## src/hw/sdd_pkg.sv

```systemverilog
package sdd_pkg;

    // Geometry
    localparam int NPIN = 30;
    localparam int NCOM = 4;
    localparam int NMEM = 15;

    // Register indices; byte address is four times the index
    localparam logic [7:0] IDX_CTRL = 8'h30;
    localparam logic [7:0] IDX_MEM0 = 8'h31;
    localparam logic [7:0] IDX_MEMN = 8'h3f;
    localparam logic [7:0] IDX_CFG  = 8'h40;
    localparam logic [7:0] IDX_STAT = 8'h41;

    // Reset values
    localparam logic [7:0] CTRL_RST = 8'h00;
    localparam logic [7:0] CFG_RST  = 8'h00;
    localparam logic [7:0] MEM_RST  = 8'h00;

    // Field positions
    localparam int EN_BIT    = 0;
    localparam int BLANK_BIT = 2;
    localparam int MODE_LSB  = 3;
    localparam int GRP_LSB   = 5;
    localparam int RATE_LSB  = 0;
    localparam int CMP_BIT   = 2;

    // Frame tick rates from the auxiliary clock
    localparam int AUX_HZ   = 32768;
    localparam int RATE0_HZ = 1024;
    localparam int RATE1_HZ = 512;
    localparam int RATE2_HZ = 256;
    localparam int RATE3_HZ = 128;
    localparam logic [7:0] MASK0 = 8'(AUX_HZ / RATE0_HZ - 1);
    localparam logic [7:0] MASK1 = 8'(AUX_HZ / RATE1_HZ - 1);
    localparam logic [7:0] MASK2 = 8'(AUX_HZ / RATE2_HZ - 1);
    localparam logic [7:0] MASK3 = 8'(AUX_HZ / RATE3_HZ - 1);

    // Drive level codes: ladder tap select
    typedef logic [1:0] sdd_lvl_t;
    localparam sdd_lvl_t LVL_LO  = 2'h0;
    localparam sdd_lvl_t LVL_1_3 = 2'h1;
    localparam sdd_lvl_t LVL_2_3 = 2'h2;
    localparam sdd_lvl_t LVL_HI  = 2'h3;
    localparam sdd_lvl_t LVL_MID = 2'h1;

    // Multiplex mode, from the two upper mode bits
    typedef enum logic [1:0] {MUX_STATIC, MUX_2, MUX_3, MUX_4} sdd_mux_e;

    // One segment pin
    typedef struct packed {
        logic     gp;
        logic     dout;
        sdd_lvl_t lvl;
    } sdd_pin_s;

endpackage

```

## src/hw/sdd_top.sv

```systemverilog
`timescale 1ns/1ps
//////////////////////////////////////////////////////////////////////////////
// Contract
// - Static, 2-mux half, 3/4-mux third bias
// - All phase timing from one frame tick
// - Tick rates 1024, 512, 256, 128 Hz
// - Two-bit rate field; 10 divides by 128
// - Multiplexed waveforms, no net dc
// - N-mux: N segments per pin
// - Output pin level from its four bits
// - Output ten follows low nibble 036h
// - Group field six: 26-29 are outputs
// - Unused memory bits are plain memory
// - Shared pin is an output after reset
// - Comparator takes pin until reset
// - Ladder switch follows display enable
// - Disabled: lines low, outputs unaffected
// - Mode field codes select mux, 0 static
// - Segment on is bit AND blank bit
// - Group field sets segment groups
//////////////////////////////////////////////////////////////////////////////
module sdd_top #(
    parameter int CMP_PIN = 29,
    parameter int AW      = 12
) (
    // Clock and reset
    input  wire logic                  I_SYS_CLK,
    input  wire logic                  I_RST,
    // APB slave
    input  wire logic                  I_PSEL,
    input  wire logic                  I_PENABLE,
    input  wire logic                  I_PWRITE,
    input  wire logic [AW-1:0]         I_PADDR,
    input  wire logic [31:0]           I_PWDATA,
    output wire logic                  O_PREADY,
    output wire logic                  O_PSLVERR,
    output wire logic [31:0]           O_PRDATA,
    // Auxiliary clock pin
    input  wire logic                  I_ACLK,
    // Display lines
    output sdd_pkg::sdd_lvl_t [3:0]    O_COM,
    output sdd_pkg::sdd_pin_s [29:0]   O_SEG,
    output wire logic                  O_LADDER_ON,
    output wire logic                  O_CMP_SEL
);
    import sdd_pkg::*;

    if (CMP_PIN < 0 || CMP_PIN >= NPIN || AW < 11)
    begin : g_chk
        $error("sdd_top: bad parameter");
    end

    //////////////////////////////////////////////////////////////////////////
    // Address decode
    logic [7:0]  idx;
    logic [3:0]  mem_i;
    logic        hit_ctrl;
    logic        hit_mem;
    logic        hit_cfg;
    logic        hit_stat;
    logic        hit;
    logic        wr;
    logic        rd_setup;

    assign idx      = I_PADDR[9:2];
    assign mem_i    = 4'(idx - IDX_MEM0);
    assign hit      = hit_ctrl | hit_mem | hit_cfg | hit_stat;
    assign wr       = I_PSEL & I_PENABLE & I_PWRITE;
    assign rd_setup = I_PSEL & ~I_PENABLE & ~I_PWRITE;

    // Word select; anything else is unmapped
    always_comb
    begin
        hit_ctrl = 1'b0;
        hit_mem  = 1'b0;
        hit_cfg  = 1'b0;
        hit_stat = 1'b0;
        if (I_PADDR[AW-1:10] != '0 || I_PADDR[1:0] != 2'h0)
        begin
            hit_ctrl = 1'b0;
        end
        else if (idx == IDX_CTRL)
            hit_ctrl = 1'b1;
        else if (idx >= IDX_MEM0 && idx <= IDX_MEMN)
            hit_mem = 1'b1;
        else if (idx == IDX_CFG)
            hit_cfg = 1'b1;
        else if (idx == IDX_STAT)
            hit_stat = 1'b1;
    end

    //////////////////////////////////////////////////////////////////////////
    // Registers and display memory
    logic [7:0]  ctrl_reg;
    logic [7:0]  ctrl_next;
    logic [7:0]  cfg_reg;
    logic [7:0]  cfg_next;
    logic [7:0]  mem_reg [NMEM];
    logic [7:0]  mem_next [NMEM];
    logic [31:0] rdata_reg;
    logic [31:0] rdata_next;
    logic [2:0]  phase_reg;
    logic        cmp_reg;
    logic        inv;
    logic        en;
    logic        blank_n;
    logic [2:0]  grp;
    sdd_mux_e    mux;

    assign en      = ctrl_reg[EN_BIT];
    assign blank_n = ctrl_reg[BLANK_BIT];
    assign grp     = ctrl_reg[GRP_LSB +: 3];
    assign mux     = sdd_mux_e'(ctrl_reg[MODE_LSB +: 2]);

    // Writes in the access phase, read data caught in the setup phase
    always_comb
    begin
        ctrl_next  = ctrl_reg;
        cfg_next   = cfg_reg;
        mem_next   = mem_reg;
        rdata_next = rdata_reg;
        if (wr && hit_ctrl)
            ctrl_next = I_PWDATA[7:0];
        if (wr && hit_cfg)
            cfg_next = {5'h0, I_PWDATA[2:0]};
        if (wr && hit_mem)
            mem_next[mem_i] = I_PWDATA[7:0];
        if (rd_setup)
        begin
            rdata_next = 32'h0;
            if (hit_ctrl)
                rdata_next[7:0] = ctrl_reg;
            else if (hit_mem)
                rdata_next[7:0] = mem_reg[mem_i];
            else if (hit_cfg)
                rdata_next[7:0] = cfg_reg;
            else if (hit_stat)
                rdata_next[5:0] = {inv, cmp_reg, phase_reg, en};
        end
    end

    always_ff @(posedge I_SYS_CLK)
    begin
        if (I_RST)
        begin
            ctrl_reg  <= CTRL_RST;
            cfg_reg   <= CFG_RST;
            mem_reg   <= '{default: MEM_RST};
            rdata_reg <= 32'h0;
        end
        else
        begin
            ctrl_reg  <= ctrl_next;
            cfg_reg   <= cfg_next;
            mem_reg   <= mem_next;
            rdata_reg <= rdata_next;
        end
    end

    assign O_PREADY    = 1'b1;
    assign O_PSLVERR   = I_PSEL & I_PENABLE & ~hit;
    assign O_PRDATA    = rdata_reg;
    assign O_LADDER_ON = en;

    //////////////////////////////////////////////////////////////////////////
    // Auxiliary clock sampling and frame tick divider
    logic [2:0]  sync_reg;
    logic [2:0]  sync_next;
    logic        lvl_reg;
    logic        lvl_next;
    logic [7:0]  div_reg;
    logic [7:0]  div_next;
    logic [7:0]  mask;
    logic        rise;
    logic        tick;

    // Rate select picks the divide mask
    always_comb
    begin
        case (cfg_reg[RATE_LSB +: 2])
            2'h0: mask = MASK0;
            2'h1: mask = MASK1;
            2'h2: mask = MASK2;
            default: mask = MASK3;
        endcase
    end

    // A rising level change counts once the last two stages agree
    always_comb
    begin
        sync_next = {sync_reg[1:0], I_ACLK};
        lvl_next  = (sync_reg[1] == sync_reg[2]) ? sync_reg[2] : lvl_reg;
        rise      = (sync_reg[1] == sync_reg[2]) & sync_reg[2] & ~lvl_reg;
        div_next  = rise ? 8'(div_reg + 8'h1) : div_reg;
        tick      = rise && ((div_reg & mask) == mask);
    end

    always_ff @(posedge I_SYS_CLK)
    begin
        if (I_RST)
        begin
            sync_reg <= 3'h0;
            lvl_reg  <= 1'b0;
            div_reg  <= 8'h0;
        end
        else
        begin
            sync_reg <= sync_next;
            lvl_reg  <= lvl_next;
            div_reg  <= div_next;
        end
    end

    //////////////////////////////////////////////////////////////////////////
    // Frame phase sequencer and comparator takeover
    logic [2:0]  phase_next;
    logic [2:0]  nmux;
    logic [2:0]  last;
    logic [1:0]  com_i;
    logic        cmp_next;

    assign nmux  = 3'({1'b0, mux} + 3'h1);
    assign last  = 3'(nmux + nmux - 3'h1);
    assign inv   = phase_reg >= nmux;
    assign com_i = inv ? 2'(phase_reg - nmux) : phase_reg[1:0];

    // One phase per tick, frame is twice the common count
    always_comb
    begin
        phase_next = phase_reg;
        if (!en)
            phase_next = 3'h0;
        else if (tick)
            phase_next = (phase_reg >= last) ? 3'h0 : 3'(phase_reg + 3'h1);
        cmp_next = cmp_reg | cfg_reg[CMP_BIT];
    end

    always_ff @(posedge I_SYS_CLK)
    begin
        if (I_RST)
        begin
            phase_reg <= 3'h0;
            cmp_reg   <= 1'b0;
        end
        else
        begin
            phase_reg <= phase_next;
            cmp_reg   <= cmp_next;
        end
    end

    assign O_CMP_SEL = cmp_reg;

    //////////////////////////////////////////////////////////////////////////
    // Line drive
    sdd_lvl_t [3:0]  com_reg;
    sdd_lvl_t [3:0]  com_next;
    sdd_pin_s [29:0] seg_reg;
    sdd_pin_s [29:0] seg_next;
    logic [29:0]     seg_on;
    logic            bias3;
    logic            lvl_any;

    assign bias3 = (mux == MUX_3) || (mux == MUX_4);

    // Inverted half mirrors the first, so each segment averages zero
    always_comb
    begin
        lvl_any = 1'b0;
        for (int c = 0; c < NCOM; c++)
        begin
            if (!en || c >= nmux)
                com_next[c] = LVL_LO;
            else if (c == com_i)
                com_next[c] = inv ? LVL_LO : LVL_HI;
            else
                com_next[c] = bias3 ? (inv ? LVL_2_3 : LVL_1_3) : LVL_MID;
        end
        for (int p = 0; p < NPIN; p++)
        begin
            seg_on[p] = mem_reg[p / 2][(p % 2) * 4 + com_i] & blank_n;
            seg_next[p].gp = (p >= 2) && ((p + 2) / 4 > grp)
                && !(cmp_reg && p == CMP_PIN);
            seg_next[p].dout = seg_next[p].gp
                & mem_reg[p / 2][(p % 2) * 4 + com_i];
            if (seg_next[p].gp || !en || (cmp_reg && p == CMP_PIN))
                seg_next[p].lvl = LVL_LO;
            else if (seg_on[p])
                seg_next[p].lvl = inv ? LVL_HI : LVL_LO;
            else if (mux == MUX_STATIC)
                seg_next[p].lvl = inv ? LVL_LO : LVL_HI;
            else
                seg_next[p].lvl = bias3 ? (inv ? LVL_1_3 : LVL_2_3) : LVL_MID;
            lvl_any = lvl_any | (|O_SEG[p].lvl);
        end
    end

    always_ff @(posedge I_SYS_CLK)
    begin
        if (I_RST)
        begin
            com_reg <= '0;
            seg_reg <= '0;
        end
        else
        begin
            com_reg <= com_next;
            seg_reg <= seg_next;
        end
    end

    assign O_COM = com_reg;
    assign O_SEG = seg_reg;
endmodule

```

## config.mk

```make
export PLATFORM = sky130hd
export DESIGN_NAME = sdd_top
export DESIGN_NICKNAME = d
export VERILOG_FILES = /design/src/hw/sdd_pkg.sv /design/src/hw/sdd_top.sv
export SDC_FILE = /design/constraint.sdc
export NUM_CORES = 1
export LEC_CHECK = 0
export CORE_MARGIN = 10
export CORE_UTILIZATION = 25
export DETAILED_ROUTE_END_ITERATION = 8
export DONT_BUFFER_PORTS = 1
export GPL_ROUTABILITY_DRIVEN = 0
export PLACE_DENSITY = 0.47
export SYNTH_ARGS = -nofsm -noshare
export SYNTH_HDL_FRONTEND = slang
export SYNTH_SLANG_ARGS = --single-unit
```

## constraint.sdc

```tcl
create_clock -name I_SYS_CLK -period 3.8 [get_ports I_SYS_CLK]
set_clock_uncertainty 0.2 [all_clocks]
set_input_delay 0.57 -clock I_SYS_CLK [delete_from_list [all_inputs] [get_ports I_SYS_CLK]]
set_output_delay 0.57 -clock I_SYS_CLK [all_outputs]
set_load 0.01 [all_outputs]
```

Word level (Yosys, flattened, before mapping)
Cells that the tools add are included.
{"block": "totals", "mem_bits_ro": 0, "input_bits": 50, "latch_bits": 0, "mem_count": 0, "register_bits": 259, "mem_bits_rw": 0, "word_cells": 378}
{"block": "op_classes", "add_sub_neg": 8, "n_eq_ne": 12, "div_mod_pow": 0, "mul": 0, "shift": 0, "bitwise": 76, "muxes": 128, "n_lt_le_gt_ge": 19, "n_reduce_logical": 42}
{"op": "$bwmux 120", "n": 1}
{"op": "$mux 2", "n": 42}
{"op": "$and 1x1->1", "n": 65}
{"op": "$bmux 1 s3", "n": 15}
{"op": "$mux 1", "n": 44}
{"op": "$mux 8", "n": 5}
{"op": "$bmux 8 s4", "n": 1}
{"op": "$demux 8 s4", "n": 1}
{"op": "$bmux 1 s2", "n": 15}
{"op": "$reduce_or 2->1", "n": 13}
{"op": "$pmux 8 s3", "n": 1}
{"op": "$eq 8x7->1 const B", "n": 2}
{"op": "$logic_or 1x1->1", "n": 15}
{"op": "$gt 3x3->1 const A", "n": 4}
{"op": "$mux 6", "n": 2}
{"op": "$add 8x1->8 const B", "n": 1}
{"op": "$and 8x8->8", "n": 1}
{"op": "$eq 8x6->1 const B", "n": 1}
{"op": "$eq 8x8->1", "n": 1}
{"op": "$ge 8x6->1 const B", "n": 1}
{"op": "$le 8x6->1 const B", "n": 1}
{"op": "$logic_and 1x1->1", "n": 7}
{"op": "$eq 2x2->1 const B", "n": 3}
{"op": "$ge 1x3->1 const A", "n": 2}
{"op": "26 further kinds", "n": 41}

Logic depth before layout (Yosys ltp)
{"block": "depth", "word_depth": 10, "depth_mapped": 12, "mapped_depth_nobuf": 10}

Worst setup path before layout
No wires, ideal clock.
{"block": "synth_path", "path_type": "input port to flip-flop", "from": "input port I_PADDR[2]", "to": "register rdata_reg[1], in the netlist O_PRDATA[1]", "n_path_buf": 4, "arrival_ns": 2.972, "path_slack_ns": 0.498, "path_stages": 10, "cell_sequence": "buf_2 > buf_2 > inv_1 > ha_1 > clkbuf_1 > clkbuf_1 > mux4_2 > nor2b_1 > nor4_1 > o22ai_1"}
{"block": "synth_via", "elab_chain_len": 10, "word_cells_on_any_way": 29}
{"element": "start, declared", "line_no": "sdd_top.sv:33", "source": "input wire logic [AW-1:0] I_PADDR,"}
{"element": "parallel branches: the longest is 9 deep, another holds $ge 8x6->1"}
{"element": "$mux 8 (*)", "line_no": "sdd_top.sv:131", "source": "if (hit_ctrl)"}
{"element": "end signal, assigned", "line_no": "sdd_top.sv:156", "source": "rdata_reg <= rdata_next;"}
{"element": "end, declared", "line_no": "sdd_top.sv:100", "source": "logic [31:0] rdata_reg;"}
Every way passes the cells marked *. The select of a mux whose other input is x is not followed.
A chain may end at the register's enable or synchronous reset.

Final worst setup path
{"block": "layout_path", "from": "register ctrl_reg[4]", "to": "register seg_reg, in the netlist O_SEG[56]"}
{"block": "layout_via", "elab_chain_len": 7, "word_cells_on_any_way": 17}
{"element": "start, declared", "line_no": "sdd_top.sv:94", "source": "logic [7:0] ctrl_reg;"}
{"element": "start signal, assigned", "line_no": "sdd_top.sv:153", "source": "ctrl_reg <= ctrl_next;"}
{"element": "$add 2x1->3", "line_no": "sdd_top.sv:222", "source": "assign nmux = 3'({1'b0, mux} + 3'h1);"}
{"element": "$ge 3x3->1 or $sub 2x2->2 (tied branches)", "line_no": "sdd_top.sv:224, sdd_top.sv:225"}
{"element": "$mux 2", "line_no": "sdd_top.sv:225", "source": "assign com_i = inv ? 2'(phase_reg - nmux) : phase_reg[1:0];"}
{"element": "$bmux 1 s2", "line_no": "sdd_top.sv:281", "source": "seg_on[p] = mem_reg[p / 2][(p % 2) * 4 + com_i] & blank_n;"}
{"element": "$mux 1 (not written as such)", "line_no": "sdd_top.sv:281"}
{"element": "$and 1x1->1", "line_no": "sdd_top.sv:281"}
{"element": "$mux 2 (*)", "line_no": "sdd_top.sv:288", "source": "else if (seg_on[p])"}
{"element": "end signal, assigned", "line_no": "sdd_top.sv:308", "source": "seg_reg <= seg_next;"}
{"element": "end, declared", "line_no": "sdd_top.sv:258", "source": "sdd_pin_s [29:0] seg_reg;"}
Every way passes the cells marked *; elsewhere a longest branch is shown, timed or not. The select of a mux whose other input is x is not followed.

==> results.py <==
metrics = {
    "run_status": {
        "status": "complete, no violations",
    },
    "synthesis": {
        "ys.flop_type": "dfxtp_1",
        "synthArstFlopShare_pct": 0,
        "synthesis.area_sq_mm": 0.0124,
        "synth_enable_flop_cells": 0,
        "ys_top_cells_by_count": "259 x dfxtp_1, 145 x mux2i_1, 145 x nand2_1",
        "avgSynthCellArea_sq_um": 9.22,
        "yosysWarnings": 0,
        "synth_cells": 1349,
        "ys_ff_latch": 259,
        "synth_cell_types": 69,
        "synth_seq_area_share_pct": 41.7,
        "synth_top_cell_by_area": "dfxtp_1",
        "netlist.area_leader.share_pct": 41.7,
        "synth.top_cells.by_area": "dfxtp_1 42%, mux2i_1 12%, a21oi_1 5.0%",
        "synth.most_common_cell": "dfxtp_1",
    },
    "setup_path": {
        "arrival_ns": 3.81,
        "crit_required_ns": 4.04,
        "reg2reg_to": "O_SEG[56]",
        "criticalPathCategory": "reg2reg",
        "r2r_start": "ctrl_reg[4]",
        "worstRegToRegCells": 11,
        "startpoint_type": "flip-flop",
        "cp_max_fo": 28,
        "endpoint_kind": "flip-flop",
        "r2r_slack_ns": 0.23,
    },
    "clock_tree": {
        "cts.sinks": 259,
        "path_clk_slew_ns": 0.06,
        "max-clock-path-buffers": 3,
        "clockRootBuffer": "clkbuf_16",
        "cts_tree": "built",
        "numCtsBuffers": 34,
        "clk_latency_ns": 0.55,
        "cts.htree.levels": 2,
    },
    "global_routing": {
        "grt_pass1_wl_microns": 62500,
        "grt_pass1_vias": 9545,
        "grt_start_max_net_pins": 153,
        "track_usage_pct": 13.6,
        "grt-ovfl-total": 0,
        "antenna_found_initial": 1,
    },
    "timing": {
        "rsz0062_at_grt": "false",
        "fin_ws_ns": 0.228,
        "clock.fmax_mhz": 280,
        "finalSetupViolations": 0,
        "layout_min_cycle_time_ns": 3.57,
        "relSlewSlack_pct": 29.2,
        "min_period_over_period_pct": 94.0,
        "finalMaxSlewViolations": 0,
        "worst_slew_pin_slew_ns": 1.06,
        "fin_tns_setup_ns": 0,
        "hold_viol": 0,
    },
    "placed_design": {
        "dpl.cell_count": 1937,
        "dp_hpwl_microns": 29400,
        "dpl-instance-area_sq_mm": 0.0129,
        "dp_slack_ns": 0.284,
        "portBuffers": 0,
    },
    "worst_hold_path": {
        "hold_class": "in2reg",
        "hold_path_end": "mem_reg[29]",
        "worstHoldStart": "I_PWDATA[5]",
        "holdPathStages": 2,
    },
    "pwr": {
        "vdd.ir_drop.worst_uv": 257,
        "power.density_mw_per_mm2": 456,
        "finalPower_mw": 6.51,
        "cellLeakagePower_nw": 4.69,
    },
    "detailed_routing": {
        "wl_per_cell_microns": 20.9,
        "vias_per_cell": 4.88,
        "wirelength_microns": 42000,
        "num_vias": 9804,
        "ant_nets": 0,
        "drc": 0,
        "drt_iter0_drc": 741,
        "first_pass_iters": 5,
    },
    "floorplan": {
        "initial_utilization_pct": 25.3,
        "core_area_sq_mm": 0.0491,
        "die_y_microns": 243,
        "io_pins": 214,
        "die_area_sq_mm": 0.0590,
        "fp.dieW_microns": 243,
        "row_count": 81,
    },
    "finish": {
        "drive_gt1_share_pct": 12.9,
        "largest_reg_flops": 120,
        "fillers": 5176,
        "area_delta_synth_final_pct": 14.9,
        "regArea_sq_mm": 0.00518,
        "multiInputGateArea_sq_mm": 0.00648,
        "finalInstanceArea_sq_mm": 0.0143,
        "final_cells": 2010,
        "finalNetCount": 1389,
        "antenna_cells": 0,
    },
    "flow_run": {
        "cap_violations": 0,
    },
}
## cell families after synthesis
logic type / Yosys count / synth area share, %
mux: 191 / 18.0
xor+xnor: 8 / 0.564
fa+ha+maj: 19 / 1.91
simple gates: 350 / 14.3
buf+inv: 171 / 7.09
flops: 259 / 41.7
compound gates: 349 / 16.4
other cells: 2 / 0.0604
## routing by layer
metal  track usage, %  routed length [microns]  part of all wire (%)
met2             22.0                    19500                    46
met1             17.5                    18800                    45
met5                0                        0                     0
met3             3.44                     2740                   6.5
met4             4.12                      989                   2.4
## critical path, cell delays in order, from the launching register on
cell	delay [ns]
dfxtp_1	0.44
inv_1	0.12
ha_1	0.33
inv_1	0.05
ha_1	0.38
o211ai_1	0.19
o311ai_0	0.28
nor2_4	0.22
nand2_1	0.07
buf_4	0.26
o22ai_1	0.50
mux2_2	0.40
## through the flow
step / utilization [%] / hold WS (ns)
3_5_place_dp: 26.3 / 0.246
4_1_cts: 29.1 / 0.000319
3_3_place_gp: 26.3 / 0.218
2_1_floorplan: - / 0.214
6_report: 29.1 / 0.0329
5_1_grt: 29.1 / 0.0362
## area by class of cell
class,instances,share of cell area (%)
Sequential cell,259,36.3
Timing Repair Buffer,45,3.03
Clock buffer,45,6.60
Inverter,34,0.893
Tap cell,664,5.81
Multi-Input combinational cell,946,45.3
Clock inverter,17,2.05
## worst max path at each step
stage / start / endpoint / slack (ns) / cells after the start
floorplan: I_PADDR[2] / O_PRDATA[1] / 0.50 / 10
global placement: ctrl_reg[4] / O_SEG[56] / 0.34 / 11
detailed placement: ctrl_reg[4] / O_SEG[93] / 0.28 / 11
CTS: ctrl_reg[4] / O_SEG[93] / 0.26 / 11
global route: ctrl_reg[4] / O_SEG[89] / 0.04 / 11
finish: ctrl_reg[4] / O_SEG[56] / 0.23 / 11
## report_power, final
part / internal, mW / switching (mW) / total (mW)
clock network: 2.24 / 1.28 / 3.52
logic: 0.0661 / 0.180 / 0.247
registers: 2.73 / 0.0186 / 2.74
## cells in the final DEF, fill, tap and decap left out, types with 4 or more instances in the layout
cell,synthesis,final
ha_1,19,19
mux4_2,24,24
and2_1,5,5
nor2_1,87,87
buf_4,53,30
bufinv_16,0,7
a21o_1,4,4
buf_12,0,4
nand3_1,7,7
mux2i_1,145,145
nand2_1,145,145
o21a_1,4,4
conb_1,2,29
o21ai_0,88,88
a221oi_1,5,5
nor3_1,11,11
a21oi_1,124,124
dlygate4sd3_1,0,10
o22ai_1,43,43
o21ai_1,28,27
a31oi_1,4,4
clkbuf_16,0,35
nor2_4,16,17
mux2_2,20,20
a211oi_1,29,29
or3_1,7,7
xor2_1,5,5
nor2b_1,36,36
nand2b_1,4,4
clkbuf_1,56,7
dfxtp_1,259,259
clkinv_2,0,5
inv_1,34,34
nor4_1,4,4
## repair_timing
| item | 4_1_cts | 5_1_grt |
|---|---|---|
| setup buffers | 0 | 0 |
| resized for setup | 0 | 0 |
| hold buffers | 11 | 0 |
| hold endpoints to repair | 152 | 0 |
Note: power is estimated with default switching activity, not from simulation.
